### src/design/mdc_pkg.sv
// Shared constants and types of the multichannel transfer engine.
package mdc_pkg;
  // Register index inside one channel's window; byte address is ch*32 + idx*4.
  localparam logic [2:0] R_CTRL = 3'h0;
  localparam logic [2:0] R_REQ  = 3'h1;
  localparam logic [2:0] R_STA  = 3'h2;
  localparam logic [2:0] R_STB  = 3'h3;
  localparam logic [2:0] R_PAD  = 3'h4;
  localparam logic [2:0] R_CNT  = 3'h5;
  localparam int CH_LSB = 5;
  localparam int RG_LSB = 2;
  // Fields of channel_control.
  localparam int B_EN   = 15;
  localparam int B_SIZE = 14;
  localparam int B_DIR  = 13;
  localparam int B_HALF = 12;
  localparam int B_NULL = 11;
  localparam int AM_LSB = 4;
  localparam int MD_LSB = 0;
  localparam logic [15:0] CTRL_MASK = 16'hf833;
  // Fields of channel_request_select.
  localparam int B_FORCE = 15;
  localparam int SEL_W   = 7;
  // Addressing modes.
  localparam logic [1:0] AM_INC = 2'h0;
  localparam logic [1:0] AM_FIX = 2'h1;
  localparam logic [1:0] AM_PER = 2'h2;
  // Operating mode bits: bit 1 ping-pong, bit 0 one-shot.
  localparam int MD_PP  = 1;
  localparam int MD_ONE = 0;
  localparam int CNT_W      = 10;
  localparam int DONE_W     = 11;
  localparam int MAX_CH     = 8;
  localparam logic [15:0] RST_VAL   = 16'h0000;
  localparam logic [15:0] STEP_BYTE = 16'h0001;
  localparam logic [15:0] STEP_WORD = 16'h0002;
  typedef enum logic [1:0] {ST_IDLE, ST_RD, ST_CAP, ST_WR} mdc_state_t;
endpackage : mdc_pkg

### src/design/mdc_dma.sv
// Multichannel transfer engine between peripheral registers and the data RAM.
`timescale 1ns/100ps
`default_nettype none
module mdc_dma #(
  parameter int NCH = 8
) (
  // Clock and reset
  input  wire logic        hclk,
  input  wire logic        hresetn,
  // AHB-Lite slave
  input  wire logic        hsel,
  input  wire logic [31:0] haddr,
  input  wire logic [1:0]  htrans,
  input  wire logic        hwrite,
  input  wire logic [2:0]  hsize,
  input  wire logic [31:0] hwdata,
  input  wire logic        hready,
  output logic             hreadyout,
  output logic             hresp,
  output logic [31:0]      hrdata,
  // Peripheral requests and indirect address
  input  wire logic [127:0] irq_req,
  input  wire logic [15:0]  ind_addr,
  // Data RAM port
  output logic [15:0]      ram_addr,
  output logic             ram_re,
  output logic             ram_we,
  output logic             ram_byte,
  output logic [15:0]      ram_wdata,
  input  wire logic [15:0] ram_rdata,
  // Peripheral data port
  output logic [15:0]      per_addr,
  output logic             per_re,
  output logic             per_we,
  output logic             per_byte,
  output logic [15:0]      per_wdata,
  input  wire logic [15:0] per_rdata,
  // Block events
  output logic [NCH-1:0]   block_irq
);
  import mdc_pkg::*;

  if (NCH < 1 || NCH > MAX_CH) begin : g_chk
    $error("mdc_dma: NCH must be 1 to 8");
  end

  logic [15:0]       ctrl     [NCH];
  logic [SEL_W-1:0]  sel      [NCH];
  logic [15:0]       sta      [NCH];
  logic [15:0]       stb      [NCH];
  logic [15:0]       pad      [NCH];
  logic [CNT_W-1:0]  cnt      [NCH];
  logic [15:0]       last_off [NCH];
  logic [15:0]       nxt_off  [NCH];
  logic [DONE_W-1:0] done_n   [NCH];
  logic [NCH-1:0]    force_b;
  logic [NCH-1:0]    force_clr;
  logic [NCH-1:0]    off_req;
  logic [NCH-1:0]    pp_sel;
  logic [NCH-1:0]    en_q;
  logic [NCH-1:0]    pend;
  logic [NCH-1:0]    en;
  logic [NCH-1:0]    pe;
  mdc_state_t        state;
  logic [2:0]        gnt;
  logic              gforce;
  logic [15:0]       gaddr;
  logic              wr_p;
  logic [7:0]        wa;
  logic              take;
  logic              wr_hit;
  logic [2:0]        wc;
  logic [2:0]        pk;

  // Lowest set bit wins.
  function automatic logic [2:0] pick(input logic [NCH-1:0] p);
    logic [2:0] r;
    r = 3'h0;
    for (int i = NCH - 1; i >= 0; i--) begin
      if (p[i]) begin
        r = 3'(i);
      end
    end
    return r;
  endfunction : pick

  // Memory address for the next element of channel c.
  function automatic logic [15:0] mem_addr(input logic [2:0] c);
    logic [15:0] base;
    base = pp_sel[c] ? stb[c] : sta[c];
    if (ctrl[c][AM_LSB+:2] == AM_PER) begin
      return base + ind_addr;
    end
    return nxt_off[c];
  endfunction : mem_addr

  function automatic logic [31:0] rd_val(input logic [7:0] a);
    logic [2:0] c;
    c = a[CH_LSB+:3];
    if (a[1:0] != 2'h0 || int'(c) >= NCH) begin
      return 32'h0000_0000;
    end
    unique case (a[RG_LSB+:3])
      R_CTRL: return {16'h0000, ctrl[c]};
      R_REQ:  return {16'h0000, force_b[c], 8'h00, sel[c]};
      R_STA, R_STB: return {16'h0000, last_off[c]};
      R_PAD:  return {16'h0000, pad[c]};
      R_CNT:  return {22'h000000, cnt[c]};
      default: return 32'h0000_0000;
    endcase
  endfunction : rd_val

  assign take   = hsel & htrans[1] & hready;
  assign wc     = wa[CH_LSB+:3];
  assign wr_hit = wr_p && (int'(wc) < NCH) && (wa[1:0] == 2'h0);
  assign pk     = pick(pe);

  always_comb begin
    for (int c = 0; c < NCH; c++) begin
      en[c] = ctrl[c][B_EN];
    end
    pe = pend & en;
  end

  // Zero-wait slave; read data is fetched in the address phase.
  always_ff @(posedge hclk or negedge hresetn) begin
    if (!hresetn) begin
      hreadyout <= 1'b0;
      hresp     <= 1'b0;
      hrdata    <= 32'h0000_0000;
      wr_p      <= 1'b0;
      wa        <= 8'h00;
    end else begin
      hreadyout <= 1'b1;
      hresp     <= 1'b0;
      wr_p      <= take & hwrite;
      wa        <= haddr[7:0];
      hrdata    <= (take && !hwrite) ? rd_val(haddr[7:0]) : 32'h0000_0000;
    end
  end

  // Configuration registers.
  always_ff @(posedge hclk or negedge hresetn) begin
    if (!hresetn) begin
      for (int c = 0; c < NCH; c++) begin
        ctrl[c] <= RST_VAL;
        sel[c]  <= '0;
        sta[c]  <= RST_VAL;
        stb[c]  <= RST_VAL;
        pad[c]  <= RST_VAL;
        cnt[c]  <= '0;
      end
    end else begin
      for (int c = 0; c < NCH; c++) begin
        if (wr_hit && wc == 3'(c)) begin
          unique case (wa[RG_LSB+:3])
            R_CTRL: ctrl[c] <= hwdata[15:0] & CTRL_MASK;
            R_REQ:  sel[c] <= hwdata[SEL_W-1:0];
            R_STA:  sta[c] <= hwdata[15:0];
            R_STB:  stb[c] <= hwdata[15:0];
            R_PAD:  pad[c] <= hwdata[15:0];
            R_CNT:  cnt[c] <= hwdata[CNT_W-1:0];
            default: ;
          endcase
        end else if (off_req[c]) begin
          ctrl[c][B_EN] <= 1'b0;
        end
      end
    end
  end

  // software sets, hardware clears, set wins
  always_ff @(posedge hclk or negedge hresetn) begin
    if (!hresetn) begin
      force_b <= '0;
    end else begin
      for (int c = 0; c < NCH; c++) begin
        if (wr_hit && wc == 3'(c) && wa[RG_LSB+:3] == R_REQ && hwdata[B_FORCE]) begin
          force_b[c] <= 1'b1;
        end else if (force_clr[c]) begin
          force_b[c] <= 1'b0;
        end
      end
    end
  end

  // request or force makes a channel pending
  always_ff @(posedge hclk or negedge hresetn) begin
    if (!hresetn) begin
      pend <= '0;
    end else begin
      for (int c = 0; c < NCH; c++) begin
        pend[c] <= en[c] & ((pend[c] & ~(state == ST_IDLE && |pe && pk == 3'(c)))
                   | irq_req[sel[c]]
                   | (wr_hit && wc == 3'(c) && wa[RG_LSB+:3] == R_REQ && hwdata[B_FORCE]));
      end
    end
  end

  // Transfer sequencer: read source, capture, write destination.
  always_ff @(posedge hclk or negedge hresetn) begin
    if (!hresetn) begin
      state     <= ST_IDLE;
      gnt       <= 3'h0;
      gforce    <= 1'b0;
      gaddr     <= 16'h0000;
      ram_addr  <= 16'h0000;
      ram_re    <= 1'b0;
      ram_we    <= 1'b0;
      ram_byte  <= 1'b0;
      ram_wdata <= 16'h0000;
      per_addr  <= 16'h0000;
      per_re    <= 1'b0;
      per_we    <= 1'b0;
      per_byte  <= 1'b0;
      per_wdata <= 16'h0000;
    end else begin
      unique case (state)
        ST_IDLE: begin
          ram_we <= 1'b0;
          per_we <= 1'b0;
          if (|pe) begin
            gnt      <= pk;
            gforce   <= force_b[pk];
            gaddr    <= mem_addr(pk);
            ram_byte <= ctrl[pk][B_SIZE];
            per_byte <= ctrl[pk][B_SIZE];
            if (ctrl[pk][B_DIR]) begin
              ram_re   <= 1'b1;
              ram_addr <= mem_addr(pk);
            end else begin
              per_re   <= 1'b1;
              per_addr <= pad[pk];
            end
            state <= ST_RD;
          end
        end
        ST_RD: begin
          ram_re <= 1'b0;
          per_re <= 1'b0;
          state  <= ST_CAP;
        end
        ST_CAP: begin
          if (ctrl[gnt][B_DIR]) begin
            per_we    <= 1'b1;
            per_addr  <= pad[gnt];
            per_wdata <= ctrl[gnt][B_SIZE] ? {8'h00, ram_rdata[7:0]} : ram_rdata;
          end else begin
            ram_we    <= 1'b1;
            ram_addr  <= gaddr;
            ram_wdata <= ctrl[gnt][B_SIZE] ? {8'h00, per_rdata[7:0]} : per_rdata;
          end
          state <= ST_WR;
        end
        ST_WR: begin
          ram_we <= 1'b0;
          per_we <= 1'b0;
          state  <= ST_IDLE;
        end
      endcase
    end
  end

  // Per-channel block bookkeeping, done as the write is issued.
  always_ff @(posedge hclk or negedge hresetn) begin
    if (!hresetn) begin
      en_q      <= '0;
      pp_sel    <= '0;
      block_irq <= '0;
      off_req   <= '0;
      force_clr <= '0;
      for (int c = 0; c < NCH; c++) begin
        last_off[c] <= RST_VAL;
        nxt_off[c]  <= RST_VAL;
        done_n[c]   <= '0;
      end
    end else begin
      en_q      <= en;
      block_irq <= '0;
      off_req   <= '0;
      force_clr <= '0;
      for (int c = 0; c < NCH; c++) begin
        if (en[c] && !en_q[c]) begin
          nxt_off[c] <= sta[c];
          done_n[c]  <= '0;
          pp_sel[c]  <= 1'b0;
        end else if (state == ST_CAP && gnt == 3'(c)) begin
          logic [DONE_W-1:0] nd;
          logic [DONE_W-1:0] tot;
          logic              pp;
          logic [15:0]       nb;
          nd  = done_n[c] + 1'b1;
          tot = {1'b0, cnt[c]} + 1'b1;
          pp  = ctrl[c][MD_LSB+MD_PP];
          nb  = (pp && !pp_sel[c]) ? stb[c] : sta[c];
          last_off[c] <= gaddr;
          force_clr[c] <= gforce;
          if (ctrl[c][AM_LSB+:2] == AM_INC) begin
            nxt_off[c] <= gaddr + (ctrl[c][B_SIZE] ? STEP_BYTE : STEP_WORD);
          end
          // count plus one ends the block
          if (nd == tot) begin
            done_n[c] <= '0;
            nxt_off[c] <= nb;
            if (pp) begin
              pp_sel[c] <= ~pp_sel[c];
            end
            block_irq[c] <= ~ctrl[c][B_HALF] | (tot == 11'h001);
            off_req[c] <= ctrl[c][MD_LSB+MD_ONE] & (~pp | pp_sel[c]);
          end else begin
            done_n[c] <= nd;
            block_irq[c] <= ctrl[c][B_HALF] & (nd == (tot >> 1));
          end
        end
      end
    end
  end
endmodule : mdc_dma
`default_nettype wire

### config.mk
export PLATFORM = sky130hd
export DESIGN_NAME = mdc_dma
export DESIGN_NICKNAME = d
export VERILOG_FILES = /design/src/design/mdc_pkg.sv /design/src/design/mdc_dma.sv
export SDC_FILE = /design/constraint.sdc
export NUM_CORES = 2
export LEC_CHECK = 0
export BUFFER_PORTS_ARGS = -buffer_cell sky130_fd_sc_hd__buf_2
export CAP_MARGIN = 10
export CORE_UTILIZATION = 65
export CTS_BUF_LIST = sky130_fd_sc_hd__clkbuf_4 sky130_fd_sc_hd__clkbuf_8 sky130_fd_sc_hd__clkbuf_16
export DETAILED_ROUTE_END_ITERATION = 8
export MAX_ROUTING_LAYER = met4
export PLACE_DENSITY = 0.9
export SETUP_SLACK_MARGIN = 0.4
export SYNTH_ARGS = -nofsm -noshare
export SYNTH_HDL_FRONTEND = slang
export SYNTH_SLANG_ARGS = --single-unit
### constraint.sdc
create_clock -name hclk -period 7.69 [get_ports hclk]
set_input_delay 1.538 -clock hclk [delete_from_list [all_inputs] [get_ports hclk]]
set_output_delay 1.538 -clock hclk [all_outputs]
set_load 0.02 [all_outputs]
After elaboration in Yosys (flattened, before gate mapping)
Cells that the tools add are included.

Register bits: 1125. Input port bits: 250. Word-level logic and storage cells: 886. Output and inout port bits: 112.

Muxes and demuxes: 311. $add $sub $neg: 25. Eq/ne operators: 72. Reduce and logical (&&, ||, !) cells: 235. Order comparisons: 13. Bitwise operators: 112.

Operator list (number): $mux 16 (76); $bmux 16 s3 (10); $mux 11 (24); $reduce_and 2->1 (77); $mux 1 (152); $add 16x2->16 (8); $mux 32 (3); $add 10x1->11 const B (8); $add 11x1->11 const B (8); $eq 11x1->1 const B (8); $eq 11x10->1 (8); $eq 11x11->1 (8); $reduce_bool 2->1 (44); $pmux 16 s5 (1); $lt 7x8->1 const B (8); $pmux 16 s2 (2); $mux 15 (4); $logic_and 1x1->1 (59); $bmux 1 s7 (8); $eq 3x3->1 const B (16); $not 1->1 (41); $and 1x1->1 (35); $or 1x1->1 (32); $bmux 10 s3 (1); other kinds (27) (127).

Logic depth before layout (Yosys ltp)
Word-level depth: 22. Mapped depth: 24. Gate-level depth less buffers: 19.

Worst setup path after synthesis
Ideal clock, no wire load.

Kind: register to register. Start point: reg ctrl[47] (netlist name). End point: reg ram_addr[14]. Stages on the path, launching flop included: 24. Buffers on the path: 6. Required time: 7564 ps. Period minus slack after synthesis: 5299 ps. Path slack: 2391 ps. Arrival: 5173 ps. Setup time: 126 ps. Path through: dfrtp_1 -> a22o_1 -> o21ai_1 -> and2_1 -> clkbuf_1 -> clkbuf_1 -> buf_2 -> buf_2 -> clkbuf_1 -> clkbuf_1 -> a311oi_1 -> a311oi_1 -> a21oi_1 -> ha_1 -> fa_1 -> a21o_1 -> a21oi_1 -> o211ai_1 -> a41oi_1 -> o2111ai_1 -> a21oi_1 -> xor2_1 -> mux2i_1 -> a221o_1.

Word-level cells in the longest chain between the ends: 20.

Ends and longest elaborated chain: start: declaration (RTL line mdc_dma.sv:47) `logic [15:0] ctrl [NCH];`; start signal: indexed assignment (RTL line mdc_dma.sv:157) `R_CTRL: ctrl[c] <= hwdata[15:0] & CTRL_MASK;`; $and 8x8->8 * (RTL line mdc_dma.sv:122) `pe = pend & en;`; parallel branches: the longest is 19 deep, another holds $add 16x16->16; end signal: assignment (RTL line mdc_dma.sv:230) `ram_addr <= mem_addr(pk);`; end signal: assignment (RTL line mdc_dma.sv:250) `ram_addr <= gaddr;`; end: declaration (RTL line mdc_dma.sv:25) `output logic [15:0] ram_addr,`.

Mark *: on every way between the ends. The select of a mux whose other input is x is not followed. A chain may end at the register's enable or synchronous reset.

Final worst setup path
Start point: reg ctrl[111] (netlist name). End point: reg ram_addr[14].

Word-level cells in the longest chain between the ends: 16.

Ends and longest elaborated chain (RTL line): $and 8x8->8 * (mdc_dma.sv:122); parallel branches: the longest is 15 deep, another holds $add 16x16->16.

Marks and branches as above.

==> summary.md <==
| Metric | Value |
|---|---|
| Outcome | `complete, but fails checks` |
| Failing checks | `design-rule violations, max-capacitance violations` |
| Worst path required time | `8.30 ns` |
| Hold_buf cts | `0` |
| Layout cells sized above 1 | `29.0%` |
| Mux contribution to synthesized area | `29.7%` |
| RePlAce Congestion | `1.04` |
| FP Rows | `121` |
| # resized after CTS | `0` |
| FF-to-FF setup slack | `0.78 ns` |
| Synth Area in Compound Gates | `8.91%` |
| Final wirelength | `259 mm` |
| Clock power frac | `31.7%` |
| CP Buf/Inv Count | `1` |
| Synth Flop Type | `dfrtp_1` |
| Yosys warns | `0` |
| Max-Slew Margin vs Limit | `0.717%` |
| Hold Path End | `force_b[2]` |
| Setup bufs post-CTS | `0` |
| Worst r2r dst | `ram_addr[14]` |
| Max Cap Viol | `2` |
| Largest family of logic cells by synthesized area | `multiplexers` |
| Vias in the first global route | `62000` |
| Final min period | `6.91 ns` |
| Post-route setup TNS | `0 ns` |
| Die W | `333 microns` |
| Crit path cell chain | `a22o_1 > a211oi_4 > buf_4 > mux2i_1 > mux2i_1 > a211oi_4 > a311oi_1 > a311oi_1 > a21oi_1 > fa_1 > a21o_1 > a21oi_1 > o211ai_1 > a41oi_1 > o2111ai_1 > a21oi_1 > xor2_1 > mux2i_1 > a221o_1` |
| Synth async-reset ratio | `100%` |
| Post-synth top area share | `38.9%` |
| Arrival time worst endpoint | `7.51 ns` |
| IR drop worst, VDD | `0.000224 V` |
| Final ANT Viol Nets | `0` |
| Input/output buffers | `300` |
| Most frequent cell after synthesis | `dfrtp_1` |
| Clock root buffer | `clkbuf_16` |
| Syn avg cell area | `10.9 sq um` |
| Max Clock Skew | `0.0605 ns` |
| Yosys reg bits | `1109` |
| Pwr Density | `241 nW/um^2` |
| Hold depth | `1` |
| Register area share after synthesis | `38.9%` |
| Initial DRC Count | `10400` |
| Vias/cell | `7.68` |
| Comb power frac | `31.7%` |
| Clk_lat worst skew | `0.77 ns` |
| Final HPWL DP | `166 mm` |
| Cells on worst reg2reg path | `19` |
| Global route total overflow | `0` |
| Fin util | `71.5%` |
| Post-synthesis simple-gate area fraction | `12.5%` |
| Largest net degree at the start of global routing | `174` |
| Post-Synth XOR/XNOR Area | `4.99%` |
| Hold WC Path Type | `reg -> reg` |
| CP Class | `reg -> reg` |
| Internal power | `0.0120 W` |
| Switching portion of total power | `35.8%` |
| Fin crit share | `89.8%` |
| First-pass DRT Iterations | `9` |
| Total global-route track usage | `47.6%` |
| Crit path max fanout | `14` |
| TritonCTS buffer count | `109` |
| Core Area | `109000 sq um` |
| Most instantiated cells after synthesis | `dfrtp_1 (1109), nand2_1 (1076), mux2_2 (736)` |
| Slowest CP cell | `a311oi_1` |
| Routed vias | `62300` |
| Switch Pwr | `0.00671 W` |
| Post-Synthesis Cells | `6559` |
| Top post-synthesis cells by area | `dfrtp_1 (39%), mux4_2 (15%), mux2_2 (12%), nand2_1 (5.7%), xnor2_1 (3.0%)` |
| Mapped cell area | `71300 sq um` |
| Final setup vio count | `0` |
| Post-synth top area cell | `dfrtp_1` |
| Slew Viols, Final | `0` |
| Initial core utilization | `65.5%` |
| CTS tree | `yes` |
| Clock transition at path regs | `0.07 ns` |
| Post-synth EDFFs | `0` |
| Worst slew pin tran | `1.48 ns` |
| Reg2reg start | `ctrl[111]` |
| Area growth, synth to finish | `9.15%` |
| Leakage | `32.6 nW` |
| Final nets | `6901` |
| Ports | `362` |
| Seq pwr share | `36.6%` |
| Fmax | `145 MHz` |
| Initial antenna violation count | `24` |
| Adder-Cell Fraction of Synth Area | `1.36%` |
| RSZ-0062 raised after global routing | `no` |
| CP endpoint kind | `register` |
| Top Family by Delay on Critical Path | `compound AO/OA/AOI/OAI gates` |
| Clk sink count | `1109` |
| Clk buf depth | `3` |
| Total die area | `111000 sq um` |
| Hold_sp | `force_clr[2]` |
| Total Power | `0.0187 W` |
| # DRC | `3` |
| CP max stage delay | `1.18 ns` |
| Setup crit start kind | `register` |
| Global-route wire length before repair | `384 mm` |
| Hold Fails Final Rpt | `0` |
| Die Ht | `333 microns` |
| Cell variety after synth | `93` |
| WL/cell | `31.9 microns` |
| Htree depth | `3` |
-- layer usage --
| layer | wire length, microns | track usage (%) | vias to the layer above |
|---|---|---|---|
| li1 | - | - | 24200 |
| met2 | 109000 | 66.4 | 6143 |
| met4 | 25600 | 35.7 | 0 |
| met1 | 81100 | 53.6 | 30000 |
| met5 | 0 | - | - |
| met3 | 42900 | 21.4 | 2014 |
-- cell families (layout without fill, tap and decap cells) --
kind of cell	Yosys count	after routing
and+or+nand+nor	1981	1981
muxes	1406	1406
DFF	1109	1109
AOI/OAI and AO/OA	940	940
buffers and inverters	645	737
xor gates and xnor gates	404	404
adders and majority gates	72	72
other	2	49
-- registers in the layout (all words and copies together), names as in the netlist, 16 cells and up --
| name | cells |
|---|---|
| stb | 128 |
| hrdata | 16 |
| pad | 128 |
| gaddr | 16 |
| ctrl | 72 |
| last_off | 128 |
| per_addr | 16 |
| sel | 56 |
| per_wdata | 16 |
| ram_wdata | 16 |
| done_n | 88 |
| cnt | 80 |
| nxt_off | 128 |
| ram_addr | 16 |
| sta | 128 |
-- through the flow --
step / setup WS [ns] / hold WS [ns] / cell area, sq um / instances
global route: 0.806 / 0.426 / 77800 / 8107
finish: 0.783 / 0.416 / 77800 / 8112
floorplan: 2.39 / 0.400 / 71300 / 6575
global placement: 1.46 / 0.403 / 73700 / 7881
detailed placement: 1.32 / 0.406 / 73700 / 7881
CTS: 1.30 / 0.415 / 77700 / 8080
-- worst register-to-register path, delay by kind of cell (launching register included) --
kind,cells,cell delay [ns]
adders and majority gates,1,0.54
DFF,1,0.48
AOI/OAI and AO/OA,13,4.72
xor gates and xnor gates,1,0.16
muxes,3,0.55
buffers and inverters,1,0.35
-- power groups by stage --
| stage | clock network (W) | logic (W) | registers [W] |
|---|---|---|---|
| 2_1_floorplan | 0 | 0.00345 | 0.00689 |
| 3_3_place_gp | 0 | 0.00528 | 0.00688 |
| 3_5_place_dp | 0 | 0.00547 | 0.00692 |
| 4_1_cts | 0.00589 | 0.00555 | 0.00682 |
| 5_1_grt | 0.00613 | 0.00608 | 0.00690 |
| 6_report | 0.00593 | 0.00594 | 0.00686 |
-- layout make-up --
class                      count  area (sq um)
timing repair buffer         428          2630
sequential                  1109         27800
inverter                     110           413
clock buffer                 147          3220
antenna                       31          77.6
clock inverter                52           751
multi-input combinational   4821         41200
tap                         1414          1770
fill                        6889         30900
-- worst max-delay path by stage --
| stage | slack, ns | cells past startpoint | end | from |
|---|---|---|---|---|
| after floorplan | 2.39 | 23 | ram_addr[14] | ctrl[47] |
| after global placement | 1.46 | 19 | ram_addr[14] | ctrl[111] |
| after detailed placement | 1.32 | 19 | ram_addr[14] | ctrl[111] |
| after CTS | 1.30 | 19 | ram_addr[14] | ctrl[111] |
| after global routing | 0.81 | 19 | ram_addr[14] | ctrl[111] |
| final | 0.78 | 19 | ram_addr[14] | ctrl[111] |
-- cells in the final DEF (no fill, tap or decap), types with 92 or more instances in the layout --
cell       netlist  routed
a21oi_1        154     153
a311oi_1       105     105
and3_1          92      92
buf_2           33     297
buf_4           21     117
clkbuf_16        0     111
dfrtp_1       1109    1099
inv_1          109     109
mux2_2         736     736
mux2i_1        170     169
mux4_2         490     490
nand2_1       1076    1075
nand3_1        244     243
nor2_1         208     205
nor3_1         100      99
o21ai_0        250     250
xnor2_1        248     248
xor2_1         155     155
Note: power is estimated with default switching activity, not from simulation.
